`config.mk`:
```
export PLATFORM = sky130hd
export DESIGN_NAME = tpio_top
export DESIGN_NICKNAME = d
export VERILOG_FILES = /design/src/include/tpio_pkg.sv /design/src/hdl/tpio_edge.sv /design/src/hdl/tpio_top.sv
export VERILOG_INCLUDE_DIRS = /design/src /design/src/include
export SDC_FILE = /design/constraint.sdc
export NUM_CORES = 1
export LEC_CHECK = 0
export BUFFER_PORTS_ARGS = -buffer_cell sky130_fd_sc_hd__clkbuf_2
export CAP_MARGIN = 30
export CORE_MARGIN = 5
export CORE_UTILIZATION = 57
export CTS_BUF_LIST = sky130_fd_sc_hd__clkbuf_8
export DETAILED_ROUTE_END_ITERATION = 10
export PLACE_DENSITY = 0.88
export SLEW_MARGIN = 15
export SYNTH_ARGS = -nofsm -noshare
export SYNTH_HDL_FRONTEND = slang
export SYNTH_SLANG_ARGS = --single-unit
```
`constraint.sdc`:
```
create_clock -name pclk -period 3.5 [get_ports pclk]
set_input_delay 0.875 -clock pclk [delete_from_list [all_inputs] [get_ports pclk]]
set_output_delay 0.875 -clock pclk [all_outputs]
set_load 0.01 [all_outputs]
```
`src/include/tpio_defs.svh`:
```
// register offsets, field positions and reset values of the pin i/o control block
`ifndef TPIO_DEFS_SVH
`define TPIO_DEFS_SVH

// ----------------------------------------------------------------------------
// byte offsets on the apb bus
// ----------------------------------------------------------------------------
`define TPIO_OFF_CH0_CTL 8'h00
`define TPIO_OFF_CH1_CTL 8'h04
`define TPIO_OFF_MODE 8'h08
`define TPIO_OFF_CH0_GRC 8'h0c
`define TPIO_OFF_CH1_GRA 8'h10
`define TPIO_OFF_STATUS 8'h14

// ----------------------------------------------------------------------------
// field positions
// ----------------------------------------------------------------------------
`define TPIO_CTL_W 4
`define TPIO_CTL_INIT_BIT 2
`define TPIO_CTL_MODE_BIT 3
`define TPIO_MODE_BUF_BIT 0
`define TPIO_ST_FLAG_W 4
`define TPIO_ST_PIN_LSB 4

// ----------------------------------------------------------------------------
// reset values
// ----------------------------------------------------------------------------
`define TPIO_CTL_RST 4'h0
`define TPIO_MODE_RST 1'b0
`define TPIO_FLAG_RST 4'h0
`define TPIO_PIN_RST 1'b0

`endif

```
`src/include/tpio_pkg.sv`:
```
// types shared by the pin i/o control block
package tpio_pkg;

  // --------------------------------------------------------------------------
  // compare-match pin action, low two code bits
  // --------------------------------------------------------------------------
  typedef enum logic [1:0] {
    TPIO_ACT_HOLD = 2'h0,
    TPIO_ACT_LOW = 2'h1,
    TPIO_ACT_HIGH = 2'h2,
    TPIO_ACT_TOGGLE = 2'h3
  } tpio_cmp_act_t;

  typedef logic [3:0] tpio_ctl_t;

endpackage

```
`src/hdl/tpio_edge.sv`:
```
// edge detector for one synchronous timer pin input
`timescale 1ns/1ps
`default_nettype none

module tpio_edge (
  input wire logic pclk,
  input wire logic presetn,
  input wire logic pin_in,
  output logic rise,
  output logic fall
);

  logic prev_ff;

  // ----------------------------------------------------------------------------
  // previous pin level
  // ----------------------------------------------------------------------------
  always_ff @(posedge pclk or negedge presetn) begin
    if (!presetn) begin
      prev_ff <= 1'b0;
    end else begin
      prev_ff <= pin_in;
    end
  end

  // edge pulses, one cycle each
  assign rise = pin_in & ~prev_ff;
  assign fall = ~pin_in & prev_ff;

endmodule // tpio_edge

`default_nettype wire

```
`src/hdl/tpio_top.sv`:
```
// pin i/o control for channel 0 register c and channel 1 register a
`timescale 1ns/1ps
`default_nettype none
`include "tpio_defs.svh"

module tpio_top
  import tpio_pkg::*;
#(
  parameter int CNT_W = 16
) (
  input wire logic pclk,
  input wire logic presetn,
  input wire logic psel,
  input wire logic penable,
  input wire logic pwrite,
  input wire logic [7:0] paddr,
  input wire logic [31:0] pwdata,
  output logic [31:0] prdata,
  output logic pready,
  output logic pslverr,
  input wire logic [CNT_W-1:0] ch0_counter,
  input wire logic [CNT_W-1:0] ch1_counter,
  input wire logic ch1_count_step,
  input wire logic ch0_rega_event,
  input wire logic ch0_pin_c_in,
  output logic ch0_pin_c_out,
  output logic ch0_pin_c_oe_n,
  input wire logic ch1_pin_a_in,
  output logic ch1_pin_a_out,
  output logic ch1_pin_a_oe_n
);

  // ----------------------------------------------------------------------------
  // declarations
  // ----------------------------------------------------------------------------
  tpio_ctl_t ctrl_ff [2];
  logic [CNT_W-1:0] gr_ff [2];
  logic [CNT_W-1:0] cnt [2];
  logic [1:0] pin_ff;
  logic [`TPIO_ST_FLAG_W-1:0] flags_ff;
  logic [`TPIO_ST_FLAG_W-1:0] nxt_flags;
  logic buf_ff;
  logic written_ff;
  logic [31:0] prdata_ff;
  logic [31:0] nxt_prdata;
  logic [1:0] rise;
  logic [1:0] fall;
  logic [1:0] alt_ev;
  logic [1:0] inhibit;
  logic [1:0] cap_mode;
  logic [1:0] match;
  logic [1:0] cap_ev;
  logic [1:0] ctl_wr;
  logic [1:0] gr_wr;
  logic wr_en;
  logic addr_hit;
  logic new_cmp_drive;

  // ----------------------------------------------------------------------------
  // functions
  // ----------------------------------------------------------------------------
  // true when the bus address is the given register offset
  function automatic logic addr_is(input logic [7:0] addr, input logic [7:0] off);
    return addr == off;
  endfunction

  // capture trigger select from the three code bits
  function automatic logic cap_hit(
    input logic [2:0] code,
    input logic r,
    input logic f,
    input logic alt
  );
    logic hit;
    hit = 1'b0;
    if (code[2]) begin
      hit = alt;
    end else if (code[1]) begin
      hit = r | f;
    end else if (code[0]) begin
      hit = f;
    end else begin
      hit = r;
    end
    return hit;
  endfunction

  // next pin level on a compare match
  function automatic logic cmp_next(input logic [1:0] act, input logic cur);
    logic nxt;
    nxt = cur;
    case (tpio_cmp_act_t'(act))
      TPIO_ACT_LOW: nxt = 1'b0;
      TPIO_ACT_HIGH: nxt = 1'b1;
      TPIO_ACT_TOGGLE: nxt = ~cur;
      default: nxt = cur;
    endcase
    return nxt;
  endfunction

  // ----------------------------------------------------------------------------
  // pin edge detection
  // ----------------------------------------------------------------------------
  tpio_edge u_edge0 (
    .pclk(pclk),
    .presetn(presetn),
    .pin_in(ch0_pin_c_in),
    .rise(rise[0]),
    .fall(fall[0])
  );

  tpio_edge u_edge1 (
    .pclk(pclk),
    .presetn(presetn),
    .pin_in(ch1_pin_a_in),
    .rise(rise[1]),
    .fall(fall[1])
  );

  // ----------------------------------------------------------------------------
  // apb decode
  // ----------------------------------------------------------------------------
  // zero wait state slave, error on unmapped offsets
  assign pready = 1'b1;
  assign wr_en = psel & penable & pwrite;
  assign addr_hit = addr_is(paddr, `TPIO_OFF_CH0_CTL) | addr_is(paddr, `TPIO_OFF_CH1_CTL) |
                    addr_is(paddr, `TPIO_OFF_MODE) | addr_is(paddr, `TPIO_OFF_CH0_GRC) |
                    addr_is(paddr, `TPIO_OFF_CH1_GRA) | addr_is(paddr, `TPIO_OFF_STATUS);
  assign pslverr = psel & penable & ~addr_hit;
  assign ctl_wr[0] = wr_en & addr_is(paddr, `TPIO_OFF_CH0_CTL);
  assign ctl_wr[1] = wr_en & addr_is(paddr, `TPIO_OFF_CH1_CTL);
  assign gr_wr[0] = wr_en & addr_is(paddr, `TPIO_OFF_CH0_GRC);
  assign gr_wr[1] = wr_en & addr_is(paddr, `TPIO_OFF_CH1_GRA);
  // written code asks for an initial drive level
  assign new_cmp_drive = ~pwdata[`TPIO_CTL_MODE_BIT] & (pwdata[1:0] != 2'h0);

  // ----------------------------------------------------------------------------
  // per channel event logic
  // ----------------------------------------------------------------------------
  assign cnt[0] = ch0_counter;
  assign cnt[1] = ch1_counter;
  assign alt_ev[0] = ch1_count_step;
  assign alt_ev[1] = ch0_rega_event;
  assign inhibit[0] = buf_ff;
  assign inhibit[1] = 1'b0;
  // match and capture strobes
  always_comb begin
    for (int i = 0; i < 2; i++) begin
      cap_mode[i] = ctrl_ff[i][`TPIO_CTL_MODE_BIT];
      match[i] = ~cap_mode[i] & ~inhibit[i] & (cnt[i] == gr_ff[i]);
      cap_ev[i] = cap_mode[i] & ~inhibit[i] &
                  cap_hit(ctrl_ff[i][2:0], rise[i], fall[i], alt_ev[i]);
    end
  end

  // ----------------------------------------------------------------------------
  // registers
  // ----------------------------------------------------------------------------
  // pin i/o control registers
  always_ff @(posedge pclk or negedge presetn) begin
    if (!presetn) begin
      ctrl_ff[0] <= `TPIO_CTL_RST;
      ctrl_ff[1] <= `TPIO_CTL_RST;
    end else begin
      for (int i = 0; i < 2; i++) begin
        if (ctl_wr[i]) begin
          ctrl_ff[i] <= pwdata[`TPIO_CTL_W-1:0];
        end
      end
    end
  end

  // buffer operation select
  always_ff @(posedge pclk or negedge presetn) begin
    if (!presetn) begin
      buf_ff <= `TPIO_MODE_RST;
    end else if (wr_en && addr_is(paddr, `TPIO_OFF_MODE)) begin
      buf_ff <= pwdata[`TPIO_MODE_BUF_BIT];
    end
  end

  // general registers, capture beats a software write
  always_ff @(posedge pclk or negedge presetn) begin
    if (!presetn) begin
      gr_ff[0] <= '0;
      gr_ff[1] <= '0;
    end else begin
      for (int i = 0; i < 2; i++) begin
        if (cap_ev[i]) begin
          gr_ff[i] <= cnt[i];
        end else if (gr_wr[i]) begin
          gr_ff[i] <= pwdata[CNT_W-1:0];
        end
      end
    end
  end

  // pin levels, a control write overrides a match in the same cycle
  always_ff @(posedge pclk or negedge presetn) begin
    if (!presetn) begin
      pin_ff <= {2{`TPIO_PIN_RST}};
    end else begin
      for (int i = 0; i < 2; i++) begin
        if (ctl_wr[i]) begin
          if (new_cmp_drive) begin
            pin_ff[i] <= pwdata[`TPIO_CTL_INIT_BIT];
          end
        end else if (match[i]) begin
          pin_ff[i] <= cmp_next(ctrl_ff[i][1:0], pin_ff[i]);
        end
      end
    end
  end

  // sticky event flags, write one to clear, set wins
  always_comb begin
    nxt_flags = flags_ff;
    if (wr_en && addr_is(paddr, `TPIO_OFF_STATUS)) begin
      nxt_flags = flags_ff & ~pwdata[`TPIO_ST_FLAG_W-1:0];
    end
    nxt_flags = nxt_flags | {cap_ev[1], match[1], cap_ev[0], match[0]};
  end

  always_ff @(posedge pclk or negedge presetn) begin
    if (!presetn) begin
      flags_ff <= `TPIO_FLAG_RST;
    end else begin
      flags_ff <= nxt_flags;
    end
  end

  // first control write seen
  always_ff @(posedge pclk or negedge presetn) begin
    if (!presetn) begin
      written_ff <= 1'b0;
    end else if (ctl_wr != 2'b00) begin
      written_ff <= 1'b1;
    end
  end

  // ----------------------------------------------------------------------------
  // read path
  // ----------------------------------------------------------------------------
  // read mux, reserved bits zero
  always_comb begin
    nxt_prdata = 32'h0;
    case (paddr)
      `TPIO_OFF_CH0_CTL: nxt_prdata = {28'h0, ctrl_ff[0]};
      `TPIO_OFF_CH1_CTL: nxt_prdata = {28'h0, ctrl_ff[1]};
      `TPIO_OFF_MODE: nxt_prdata = {31'h0, buf_ff};
      `TPIO_OFF_CH0_GRC: nxt_prdata = {{(32-CNT_W){1'b0}}, gr_ff[0]};
      `TPIO_OFF_CH1_GRA: nxt_prdata = {{(32-CNT_W){1'b0}}, gr_ff[1]};
      `TPIO_OFF_STATUS: nxt_prdata = {26'h0, pin_ff, flags_ff};
      default: nxt_prdata = 32'h0;
    endcase
  end

  // read data captured in the setup cycle
  always_ff @(posedge pclk or negedge presetn) begin
    if (!presetn) begin
      prdata_ff <= 32'h0;
    end else if (psel && !penable && !pwrite) begin
      prdata_ff <= nxt_prdata;
    end
  end

  // ----------------------------------------------------------------------------
  // outputs
  // ----------------------------------------------------------------------------
  assign prdata = prdata_ff;
  assign ch0_pin_c_out = pin_ff[0];
  assign ch1_pin_a_out = pin_ff[1];
  assign ch0_pin_c_oe_n = ctrl_ff[0][`TPIO_CTL_MODE_BIT]; // released in capture mode
  assign ch1_pin_a_oe_n = ctrl_ff[1][`TPIO_CTL_MODE_BIT];
endmodule // tpio_top

`default_nettype wire

```
Word level (Yosys, flattened, before mapping)
Index checks and enable logic that the tools add are counted.
{ "totals": {"reg_bits": 81, "output_inout_bits": 38, "word_cells": 100} }
{ "op_classes": {"eq_ne": 15, "muxes": 19, "bitwise": 39, "n_reduce_logical": 16} }
{ "op_table": {"columns": ["operator", "count"], "rows": [
  ["one-hot mux 16 bit (6 select lines)", 1],
  ["two-way mux 16 bit", 4],
  ["equality test 16 bit", 2],
  ["AND 1 bit", 18],
  ["equality test 8 x 4 -> 1 bit, second input constant", 2],
  ["equality test 8 x 5 -> 1 bit, second input constant", 2],
  ["two-way mux 1 bit", 11],
  ["NOT 1 bit", 11],
  ["nonzero test 2 bit", 5],
  ["equality test 2 bit, second input constant", 4],
  ["equality test 8 x 3 -> 1 bit, second input constant", 1],
  ["zero test 8 bit", 1],
  ["nonzero test 4 bit", 2],
  ["bitwise OR 1 bit", 7],
  ["one-hot mux 1 bit (3 select lines)", 2],
  ["AND reduction 3 bit", 2],
  ["AND 4 bit", 1],
  ["equality test 2 x 1 -> 1 bit, second input constant", 2],
  ["logical AND 1 bit", 4],
  ["two-way mux 4 bit", 1],
  ["!= test 2 x 1 -> 1 bit, second input constant", 2],
  ["NOT 4 bit", 1],
  ["bitwise OR 4 bit", 1],
  ["zero test 1 bit", 2]
]} }

Depth between registers and ports, before layout
Gate-level depths: netlist of the first run.
{ "logic_depth": {"word_depth": 8, "mapped_depth": 8} }

By module
Synthesis of the first run repeated with hierarchy kept, for this count alone.
{ "hier_totals": {"hier_cells": 367, "hier_area_um2": 3945.0} }
{ "modules_own_cells": {"columns": ["mod", "instances", "cells_per_inst", "area_each_um2", "seq_area_each_um2"], "rows": [
  ["tpio_top", 1, 361, 3865.0, 1576.5],
  ["tpio_edge", 2, 3, 40.0, 25.0]
]} }

Worst setup path after synthesis of the first run
Ideal clock, no wire load.
{ "synth_path": {"path_type": "input-to-output", "from": "input paddr[5]", "to": "output pslverr", "arrival_time_ns": 1.920, "required_ns": 2.625, "setup_slack_ns": 0.705, "cell_stages": 5, "cell_sequence": "or4b_1 clkbuf_1 nor2_1 o21ai_0 and3_1"} }
{ "synth_between": {"elab_chain_cells": 8, "elab_cells_between_ends": 13, "cone_classes": "eq/ne (5); bitwise (7); reduce/logical (1)"} }
{ "synth_lines": {"columns": ["item", "line", "text"], "rows": [
  ["start: declaration", "tpio_top.sv:16", "input wire logic [7:0] paddr,"],
  ["equality test 8 x 3 -> 1 bit or zero test 8 bit (tied branches)", "tpio_top.sv:64", "return addr == off;"],
  ["bitwise OR 1 bit (4 in series)", "tpio_top.sv:126", "assign addr_hit = addr_is(paddr, `TPIO_OFF_CH0_CTL) | addr_is(paddr, `TPIO_OFF_CH1_CTL) |"],
  ["bitwise OR 1 bit (*)", "tpio_top.sv:126", null],
  ["NOT 1 bit (*)", "tpio_top.sv:129", "assign pslverr = psel & penable & ~addr_hit;"],
  ["AND 1 bit (*)", "tpio_top.sv:129", null],
  ["end: declaration", "tpio_top.sv:20", "output logic pslverr,"]
]} }
Every way passes the cells marked *; elsewhere a longest branch is shown, timed or not.

Worst setup path after layout of the first run
Same ends and word-level chain as after synthesis.

==> results of run 1 <==
-- stage by stage --
stage	total power [mW]	hold WS, ns
floorplan	0.966	0.450
global placement	1.05	0.461
detailed placement	1.06	0.473
CTS	1.61	0.487
global route	1.68	0.501
finish	1.61	0.483
-- kinds of logic (layout without fill, tap and decap cells) --
group / count (synthesis) / count (layout)
multiplexers: 53 / 53
flip-flops: 65 / 65
AO/OA/AOI/OAI: 87 / 87
AND/OR/NAND/NOR: 103 / 103
other: 2 / 17
buffers and inverters: 48 / 115
adder cells (fa/ha/maj): 6 / 6
XOR/XNOR: 32 / 32
-- layout by cell type (no fill, tap or decap), drive strengths merged, types with 2 or more instances in the layout --
cell	instances
mux2i	42
dfrtp	65
buf	5
inv	11
xor2	2
nand2	60
or3	3
o21ai	54
nor4	3
conb	17
nor2	9
or2	3
a21oi	4
xnor2	30
mux2	11
clkinv	2
ha	6
nand2b	2
a22oi	14
clkbuf	96
a22o	2
nand4	7
nor3	6
o211ai	2
a21o	3
nand3	4
o22ai	4
-- worst paths after layout --
| path | start | endpoint | slack, ns | cells past startpoint |
|---|---|---|---|---|
| max in group asynchronous | presetn | gr_ff[6] | 2.24 | 2 |
| worst min-delay path | prdata[5] | prdata[5] | 0.48 | 2 |
| worst max register to register | u_edge0.prev_ff | gr_ff[29] | 1.69 | 7 |
| worst min register to register | prdata[5] | prdata[5] | 0.48 | 2 |
| worst max-delay path | paddr[5] | pslverr | 0.40 | 6 |
| min in group asynchronous | presetn | u_edge1.prev_ff | 0.72 | 2 |
-- critical path: stages --
cell      delay, ns
clkbuf_2       0.09
or4b_1         0.69
nor2_1         0.14
o21ai_0        0.10
and3_1         0.20
clkbuf_2       0.12
-- cell usage after synthesis (2+ instances only) --
cell type / number / area, um^2
nand2b_1: 2 / 12.5
a21o_1: 3 / 22.5
a21oi_1: 4 / 20.0
a22o_1: 2 / 17.5
nor3_1: 4 / 20.0
xnor2_1: 30 / 263
nand4_1: 7 / 43.8
mux2i_1: 42 / 420
or2_2: 3 / 18.8
a22oi_1: 14 / 105
or3_1: 3 / 18.8
o21ai_0: 54 / 270
ha_1: 6 / 75.1
o22ai_1: 4 / 25.0
buf_2: 3 / 15.0
conb_1: 2 / 7.51
dfrtp_1: 65 / 1630
nor3_2: 2 / 20.0
inv_1: 11 / 41.3
nand3_1: 4 / 20.0
buf_4: 17 / 128
nand2_1: 60 / 225
clkbuf_1: 14 / 52.6
o211ai_1: 2 / 15.0
nor2_1: 9 / 33.8
nor4_1: 3 / 18.8
mux2_2: 10 / 113
xor2_1: 2 / 17.5
buf_6: 2 / 22.5
-- power by group through the flow --
stage / registers, mW / logic, mW / clock network [mW]
finish: 0.834 / 0.218 / 0.561
global route: 0.839 / 0.239 / 0.600
CTS: 0.833 / 0.217 / 0.565
detailed placement: 0.847 / 0.213 / 0
global placement: 0.844 / 0.204 / 0
floorplan: 0.834 / 0.132 / 0
-- per-layer routing --
metal | vias up | global-route usage, % | part of all wire (%)
li1 | 1506 | - | -
met4 | 0 | 12.5 | 3.5
met5 | - | 0 | 0
met2 | 166 | 35.8 | 46
met1 | 1483 | 30.4 | 42
met3 | 33 | 4.88 | 8.5
-- area by class of cell --
type                       instances  share of cell area (%)
multi-input combinational        298                    44.9
sequential                        65                    37.3
timing repair buffer              90                    10.7
clock buffer                      11                    3.48
tap                               77                    2.21
inverter                          11                   0.948
clock inverter                     3                   0.402
-- registers in the layout, summed over array words and instances (netlist names) --
| register | count |
|---|---|
| u_edge0.prev_ff | 1 |
| flags_ff | 4 |
| ch0_pin_c_oe_n | 1 |
| u_edge1.prev_ff | 1 |
| buf_ff | 1 |
| ctrl_ff | 6 |
| ch1_pin_a_oe_n | 1 |
| prdata | 16 |
| pin_ff | 2 |
| gr_ff | 32 |
==> results by group, run 1 <==
Yosys
  • Yosys reg bits: 65
  • Post-synthesis compound-gate area fraction: a little over an eighth
  • Main synth FF type: dfrtp_1
  • Synth Area in XOR/XNOR: approximately 7.4%
  • Warnings, synthesis: 0
  • Adder-Cell Fraction of Synth Area: 1.98%
  • Mean Syn Cell Area: 9.55 um^2
  • Largest family of logic cells by synthesized area: multiplexers
  • EDFF count, synth: 0
  • Sequential-to-total area share from yosys stat: ~43%
  • Synth Instances: approximately 400
  • Synth Area in Simple Gates: about an eighth
  • Distinct cells, synth: approximately 40
  • Mux contribution to synthesized area: 14.4%
  • Asr flop ratio synth: 100%
  • Mapped Area: between 0.003 and 0.004 mm^2

Power and ir drop
  • Combinational power share: a little over an eighth
  • Int Power: 1.17 mW
  • P_leak: around 2.2 nW
  • Worst IR drop on VDD: ~0.0002 V
  • Sw Pwr: 0.438 mW
  • Sequential power share: 51.7%
  • Pwr Density: about 370 mW/mm^2
  • Sw frac: 27.1%
  • Clk pwr share: 34.8%

Cells and area
  • Area of the multi-input gates: around 0.002 mm^2
  • Antenna diodes: 0
  • Fin nets: between 500 and 600
  • Share of cells above drive strength 1: roughly a quarter
  • Design area: 0.00436 mm^2
  • Final std cells w/o fill: between 500 and 600
  • Reg area: about 0.0016 mm^2
  • Fillers: ~470
  • Area growth, synth to finish: 15.2%
  • Final core occ: around two thirds

Timing
  • Fin. max-slew vios: 0
  • Worst Skew: ~0.0062 ns
  • Worst Max-Slew Pin Slew: a little over 0.9 ns
  • Setup ws final: about 0.40 ns
  • Final setup fails: 0
  • Slew HR: roughly two fifths
  • Achievable Freq: between 300 and 400 MHz
  • Fin Setup TNS: 0 ns
  • Final Hold Violating Endpoints: 0
  • Final min period: 3.10 ns
  • Period utilization: 88.5%
  • Unrepaired setup endpoints after global routing: no

Clock network
  • Num CTS Buffers: 9
  • Post-CTS Resized: 0
  • H-tree levels: 3
  • Setup Buffers After CTS: 0
  • CTS root buffer: clkbuf_8
  • Post-CTS Hold Buffers: 0
  • CTS tree: yes
  • CTS Buffer Depth: 2
  • Reg clk slew, reported paths: around 0.070 ns
  • Worst-skew pair later-pin latency: between 0.3 and 0.4 ns
  • # clock sinks: between 60 and 70

Route
  • Wire per inst: between 15 and 20 um
  • # DRC: 0
  • Iteration-0 DRC Markers: about 380
  • WL final: approximately 9700 um
  • DRT antenna net count: 0
  • Initial DRT Pass Iterations: 5
  • Total number of vias: 3188
  • Routed vias/inst: roughly 5.7

Worst setup path
  • Crit path required time: around 2.6 ns
  • Critical setup path kind: input port to primary output
  • Critical Path AT: 2.22 ns
  • Worst setup EP type: primary output
  • Critical-path maximum fanout: 8
  • Crit start category: input port

Placement
  • GP Congestion: between 0.8 and 0.9
  • DP Area: approximately 0.0042 mm^2
  • Dpl ws: roughly 0.42 ns
  • Final HPWL DP: 7340 um
  • Dpl cells: around 540
  • Port Buffers: 85

GRT
  • Total gr overflow: 0
  • Vias in the first global route: around 3200
  • First-pass GRT wire length: approximately 16000 um
  • Initial antenna violation count: 0
  • All-Layer GR Usage: between 20% and 30%
  • Largest net degree at the start of global routing: 66

Worst hold path
  • Hold Path Class: flop to flop

Die
  • FP Rows: 29
  • Core area: between 0.006 and 0.007 mm^2
  • IO Count: 119
  • Die area: between 0.008 and 0.009 mm^2
  • DIE WIDTH: 91.5 um
  • Initial core utilization: between 50% and 60%
  • Height of the die: 91.5 um

Run
  • Max_cap viols: 0

Run status
  • Status: finished, final reports clean
Note: power is estimated with default switching activity, not from simulation.
==> inputs of run 2 (changes only) <==
--- a/config.mk
+++ b/config.mk
@@ -12,7 +12,7 @@
 export CORE_UTILIZATION = 57
 export CTS_BUF_LIST = sky130_fd_sc_hd__clkbuf_8
 export DETAILED_ROUTE_END_ITERATION = 10
-export PLACE_DENSITY = 0.88
+export PLACE_DENSITY = 0.95
 export SLEW_MARGIN = 15
 export SYNTH_ARGS = -nofsm -noshare
 export SYNTH_HDL_FRONTEND = slang
==> results by group, run 2 (synthesis results as in run 1) <==
Power and ir drop
  • Final total power: between 1.5 and 2 mW
  • Pwr Density: 386 mW/mm^2
  • P_leak: 2.22 nW
  • Worst IR drop on VDD: ~0.00037 V

GRT
  • Vias in the first global route: 3290
  • Largest net degree at the start of global routing: between 60 and 70
  • First-pass GRT wire length: ~16000 um
  • Initial antenna violation count: 0
  • Total gr overflow: 0
  • All-Layer GR Usage: 23.9%

Placement
  • Port Buffers: 85
  • Dpl cells: 541
  • Dpl ws: 0.399 ns
  • GP Congestion: about 0.91
  • DP Area: around 0.0042 mm^2
  • Final HPWL DP: ~7500 um

Cells and area
  • Share of cells above drive strength 1: roughly a quarter
  • Final std cells w/o fill: between 500 and 600
  • Most frequent cells in the layout: clkbuf_2, dfrtp_1, nand2_1
  • Most common cell after layout, fill and taps aside: clkbuf_2
  • Fillers: around 450
  • Design area: 0.00438 mm^2
  • Largest register FFs: 32
  • Top reg by flops: gr_ff
  • Antenna diodes: 0
  • Final core occ: roughly two thirds
  • Fin nets: approximately 560
  • Area growth, synth to finish: 15.9%

Die
  • Core area: 0.00639 mm^2
  • Initial core utilization: roughly 59%
  • FP Rows: 29
  • Die area: approximately 0.0084 mm^2
  • DIE WIDTH: about 90 um
  • Height of the die: around 90 um
  • IO Count: ~120

Clock network
  • Setup Buffers After CTS: 0
  • Reg clk slew, reported paths: approximately 0.070 ns
  • CTS tree: yes
  • Post-CTS Resized: 0
  • CTS Buffer Depth: 2
  • CTS root buffer: clkbuf_8
  • Post-CTS Hold Buffers: 0
  • Worst-skew pair later-pin latency: 0.34 ns
  • # clock sinks: 65
  • Num CTS Buffers: 9
  • H-tree levels: 3

Route
  • Routed vias/inst: 5.97
  • Iteration-0 DRC Markers: 370
  • Wire per inst: 18.2 um
  • DRT antenna net count: 0
  • Initial DRT Pass Iterations: 5
  • WL final: between 10000 and 15000 um
  • # DRC: 0
  • Total number of vias: between 3000 and 4000

Timing
  • Worst Skew: around 0.0033 ns
  • Fin Setup TNS: 0 ns
  • Final setup fails: 0
  • Worst Max-Slew Pin Slew: roughly 0.9 ns
  • Unrepaired setup endpoints after global routing: no
  • Slew HR: around two fifths
  • Achievable Freq: ~320 MHz
  • Final Hold Violating Endpoints: 0
  • Setup ws final: approximately 0.37 ns
  • Final min period: about 3.1 ns
  • Fin. max-slew vios: 0
  • Period utilization: 89.5%
  • Hold slack: 0.478 ns

Worst setup path
  • Worst setup EP type: primary output
  • Critical-path maximum fanout: 8
  • Crit path required time: around 2.6 ns
  • Critical Path AT: ~2.3 ns
  • Origin of the critical flop-to-flop path: u_edge1.prev_ff
  • Reg2reg setup slack: 1.65 ns
  • Crit start category: input port
  • Critical setup path kind: input port to primary output
  • R2R depth: 7
  • Crit Reg-Reg Endpoint: gr_ff[13]

Worst hold path
  • WHS Path Cells: 2
  • Hold Path Class: flop to flop
  • HP Start: prdata[2]
  • Hold EP: prdata[2]

Run
  • Max_cap viols: 0

Run status
  • Status: finished, final reports clean
-- run 2: cell types whose count changed in the layout (fill, tap and decap cells not counted) --
cell	before	now
clkbuf_8	11	10
clkinvlp_4	1	2
inv_1	11	12
bufinv_16	0	1
-- run 2: final cells by class --
type / count / area (um^2) / share of cell area, %
clock inverter: 6 / 58.8 / 1.34
multi-input combinational: 298 / 1960 / 44.6
clock buffer: 10 / 138 / 3.14
sequential: 65 / 1630 / 37.1
tap: 77 / 96.3 / 2.20
inverter: 11 / 41.3 / 0.942
timing repair buffer: 90 / 467 / 10.6
-- run 2: worst max path at each step --
stage,startpoint,to,slack [ns],depth (start not counted)
6_report,paddr[5],pslverr,0.37,6
3_5_place_dp,paddr[5],pslverr,0.40,6
5_1_grt,paddr[5],pslverr,0.32,6
3_3_place_gp,paddr[5],pslverr,0.45,6
4_1_cts,paddr[5],pslverr,0.40,6
2_1_floorplan,paddr[5],pslverr,0.70,5
-- run 2: where the power goes --
group / switching [mW] / total (mW) / internal [mW]
logic: 0.120 / 0.219 / 0.0987
registers: 0.0443 / 0.835 / 0.791
clock network: 0.297 / 0.641 / 0.343
total: 0.462 / 1.69 / 1.23
-- run 2: critical path: stages --
cell and delay (ns):
clkbuf_2 0.09, or4b_1 0.69, nor2_1 0.17, o21ai_0 0.11
and3_1 0.20, clkbuf_2 0.12
-- run 2: metal layers --
metal / vias to the layer above / track usage, % / share of wire, % / routed length, um
met3: 33 / 5.37 / 9.0 / 915
met2: 198 / 38.1 / 48 / 4910
li1: 1507 / - / - / -
met4: 0 / 7.21 / 2.2 / 226
met5: - / 0 / 0 / 0
met1: 1590 / 32.5 / 40 / 4070
==> inputs of run 3 (changes only) <==
--- a/config.mk
+++ b/config.mk
@@ -7,10 +7,9 @@
 export NUM_CORES = 1
 export LEC_CHECK = 0
 export BUFFER_PORTS_ARGS = -buffer_cell sky130_fd_sc_hd__clkbuf_2
-export CAP_MARGIN = 30
-export CORE_MARGIN = 5
+export CAP_MARGIN = 5
 export CORE_UTILIZATION = 57
-export CTS_BUF_LIST = sky130_fd_sc_hd__clkbuf_8
+export CTS_BUF_LIST = sky130_fd_sc_hd__clkbuf_4 sky130_fd_sc_hd__clkbuf_8
 export DETAILED_ROUTE_END_ITERATION = 10
 export PLACE_DENSITY = 0.95
 export SLEW_MARGIN = 15
==> results by group, run 3 (synthesis results as in run 1) <==
Run status
  • Status: finished, final reports clean

Power and ir drop
  • P_leak: 2.23 nW
  • Worst IR drop on VDD: ~0.00034 V
  • Pwr Density: a little over 400 mW/mm^2
  • Final total power: around 1.8 mW

Die
  • FP Rows: 29
  • Die area: roughly 0.007 mm^2
  • Height of the die: around 83 um
  • DIE WIDTH: approximately 83 um
  • IO Count: approximately 120
  • Initial core utilization: between 50% and 60%
  • Core area: about 0.0064 mm^2

Worst hold path
  • HP Start: flags_ff[3]
  • Hold Path Class: flop to flop
  • WHS Path Cells: 1
  • Hold EP: flags_ff[3]

Cells and area
  • Fin nets: approximately 560
  • Largest register FFs: 32
  • Antenna diodes: 0
  • Fillers: roughly 450
  • Share of cells above drive strength 1: between 20% and 30%
  • Area of the multi-input gates: 0.00196 mm^2
  • Area growth, synth to finish: 16.7%
  • Top reg by flops: gr_ff
  • Final std cells w/o fill: approximately 560
  • Reg area: 0.00163 mm^2
  • Most common cell after layout, fill and taps aside: clkbuf_2
  • Most frequent cells in the layout: clkbuf_2, dfrtp_1, nand2_1

Timing
  • Fin Setup TNS: 0 ns
  • Fin. max-slew vios: 0
  • Final setup fails: 0
  • Worst Max-Slew Pin Slew: 0.917 ns
  • Period utilization: around nine tenths
  • Unrepaired setup endpoints after global routing: no
  • Slew HR: just under 40%
  • Final min period: approximately 3.1 ns
  • Worst Skew: about 0.0076 ns
  • Final Hold Violating Endpoints: 0
  • Achievable Freq: approximately 320 MHz

GRT
  • Vias in the first global route: between 3000 and 4000
  • All-Layer GR Usage: between 30 and 40%
  • Total gr overflow: 0
  • First-pass GRT wire length: 16100 um
  • Initial antenna violation count: 0
  • Largest net degree at the start of global routing: 44

Clock network
  • Post-CTS Resized: 0
  • Reg clk slew, reported paths: roughly 0.070 ns
  • Worst-skew pair later-pin latency: 0.35 ns
  • Num CTS Buffers: 9
  • Post-CTS Hold Buffers: 0
  • Setup Buffers After CTS: 0
  • CTS tree: yes
  • H-tree levels: 3
  • CTS Buffer Depth: 2
  • # clock sinks: 65
  • CTS root buffer: clkbuf_8

Placement
  • Port Buffers: 85
  • Dpl cells: 540
  • GP Congestion: approximately 0.92
  • Final HPWL DP: ~7300 um

Route
  • # DRC: 0
  • DRT antenna net count: 0
  • Total number of vias: ~3300
  • Wire per inst: roughly 18 um
  • WL final: approximately 10000 um
  • Initial DRT Pass Iterations: 5
  • Routed vias/inst: roughly 6
  • Iteration-0 DRC Markers: 340

Worst setup path
  • Crit Reg-Reg Endpoint: gr_ff[5]
  • Origin of the critical flop-to-flop path: u_edge1.prev_ff
  • Crit start category: input port
  • R2R depth: 5
  • Critical Path AT: approximately 2.2 ns
  • Critical setup path kind: input port to primary output
  • Worst Setup SP: paddr[5]
  • Worst setup EP type: primary output
  • Reg2reg setup slack: about 1.6 ns
  • Critical-path maximum fanout: 8
  • Crit path required time: roughly 2.6 ns

Run
  • Max_cap viols: 0
## run 3: changes by cell type in the layout (fill, tap and decap cells not counted), sizes merged
| cell | previous run | this run |
|---|---|---|
| bufinv | 1 | 2 |
| buf | 5 | 4 |
| clkinvlp | 2 | 1 |
| inv | 12 | 11 |
| clkbuf | 95 | 96 |
## run 3: how the worst max path moves through the flow
| stage | cells after the start | slack (ns) | to |
|---|---|---|---|
| final | 6 | 0.41 | pslverr |
| after global routing | 6 | 0.31 | pslverr |
| after CTS | 6 | 0.42 | pslverr |
| after detailed placement | 6 | 0.42 | pslverr |
| after global placement | 6 | 0.45 | pslverr |
| after floorplan | 5 | 0.70 | pslverr |
## run 3: worst max-delay path: stages
cell      delay (ns)
clkbuf_2        0.09
or4b_1          0.68
nor2_1          0.14
o21ai_0         0.10
and3_1          0.20
clkbuf_2        0.12
## run 3: layer usage
| metal | vias to the layer above | global-route usage [%] | share of wire [%] |
|---|---|---|---|
| met5 | - | 0 | 0 |
| met3 | 43 | 7.52 | 8.2 |
| met1 | 1602 | 37.2 | 40 |
| li1 | 1509 | - | - |
| met2 | 186 | 47.8 | 48 |
| met4 | 0 | 17.6 | 4.0 |
## run 3: report_power, final
group          leakage [nW]  switching (mW)  internal, mW
clock network         0.115           0.301         0.437
registers             0.884          0.0467         0.791
logic                  1.23           0.122        0.0986
## run 3: through the flow
step           hold WS, ns  utilization [%]  instance area [um^2]  worst slack [ns]
2_1_floorplan        0.450                -                  3840             0.705
3_3_place_gp         0.460             65.4                  4180             0.446
3_5_place_dp         0.466             65.4                  4180             0.416
4_1_cts              0.482             69.0                  4410             0.421
5_1_grt              0.489             69.1                  4410             0.311
6_report             0.480             69.1                  4410             0.407
## run 3: layout make-up
class                           count  share of cell area [%]
Timing Repair Buffer               89                    10.3
Clock inverter                      5                    1.76
Clock buffer                       11                    3.43
Sequential cell                    65                    36.9
Tap cell                           77                    2.18
Inverter                           11                   0.936
Multi-Input combinational cell    298                    44.5
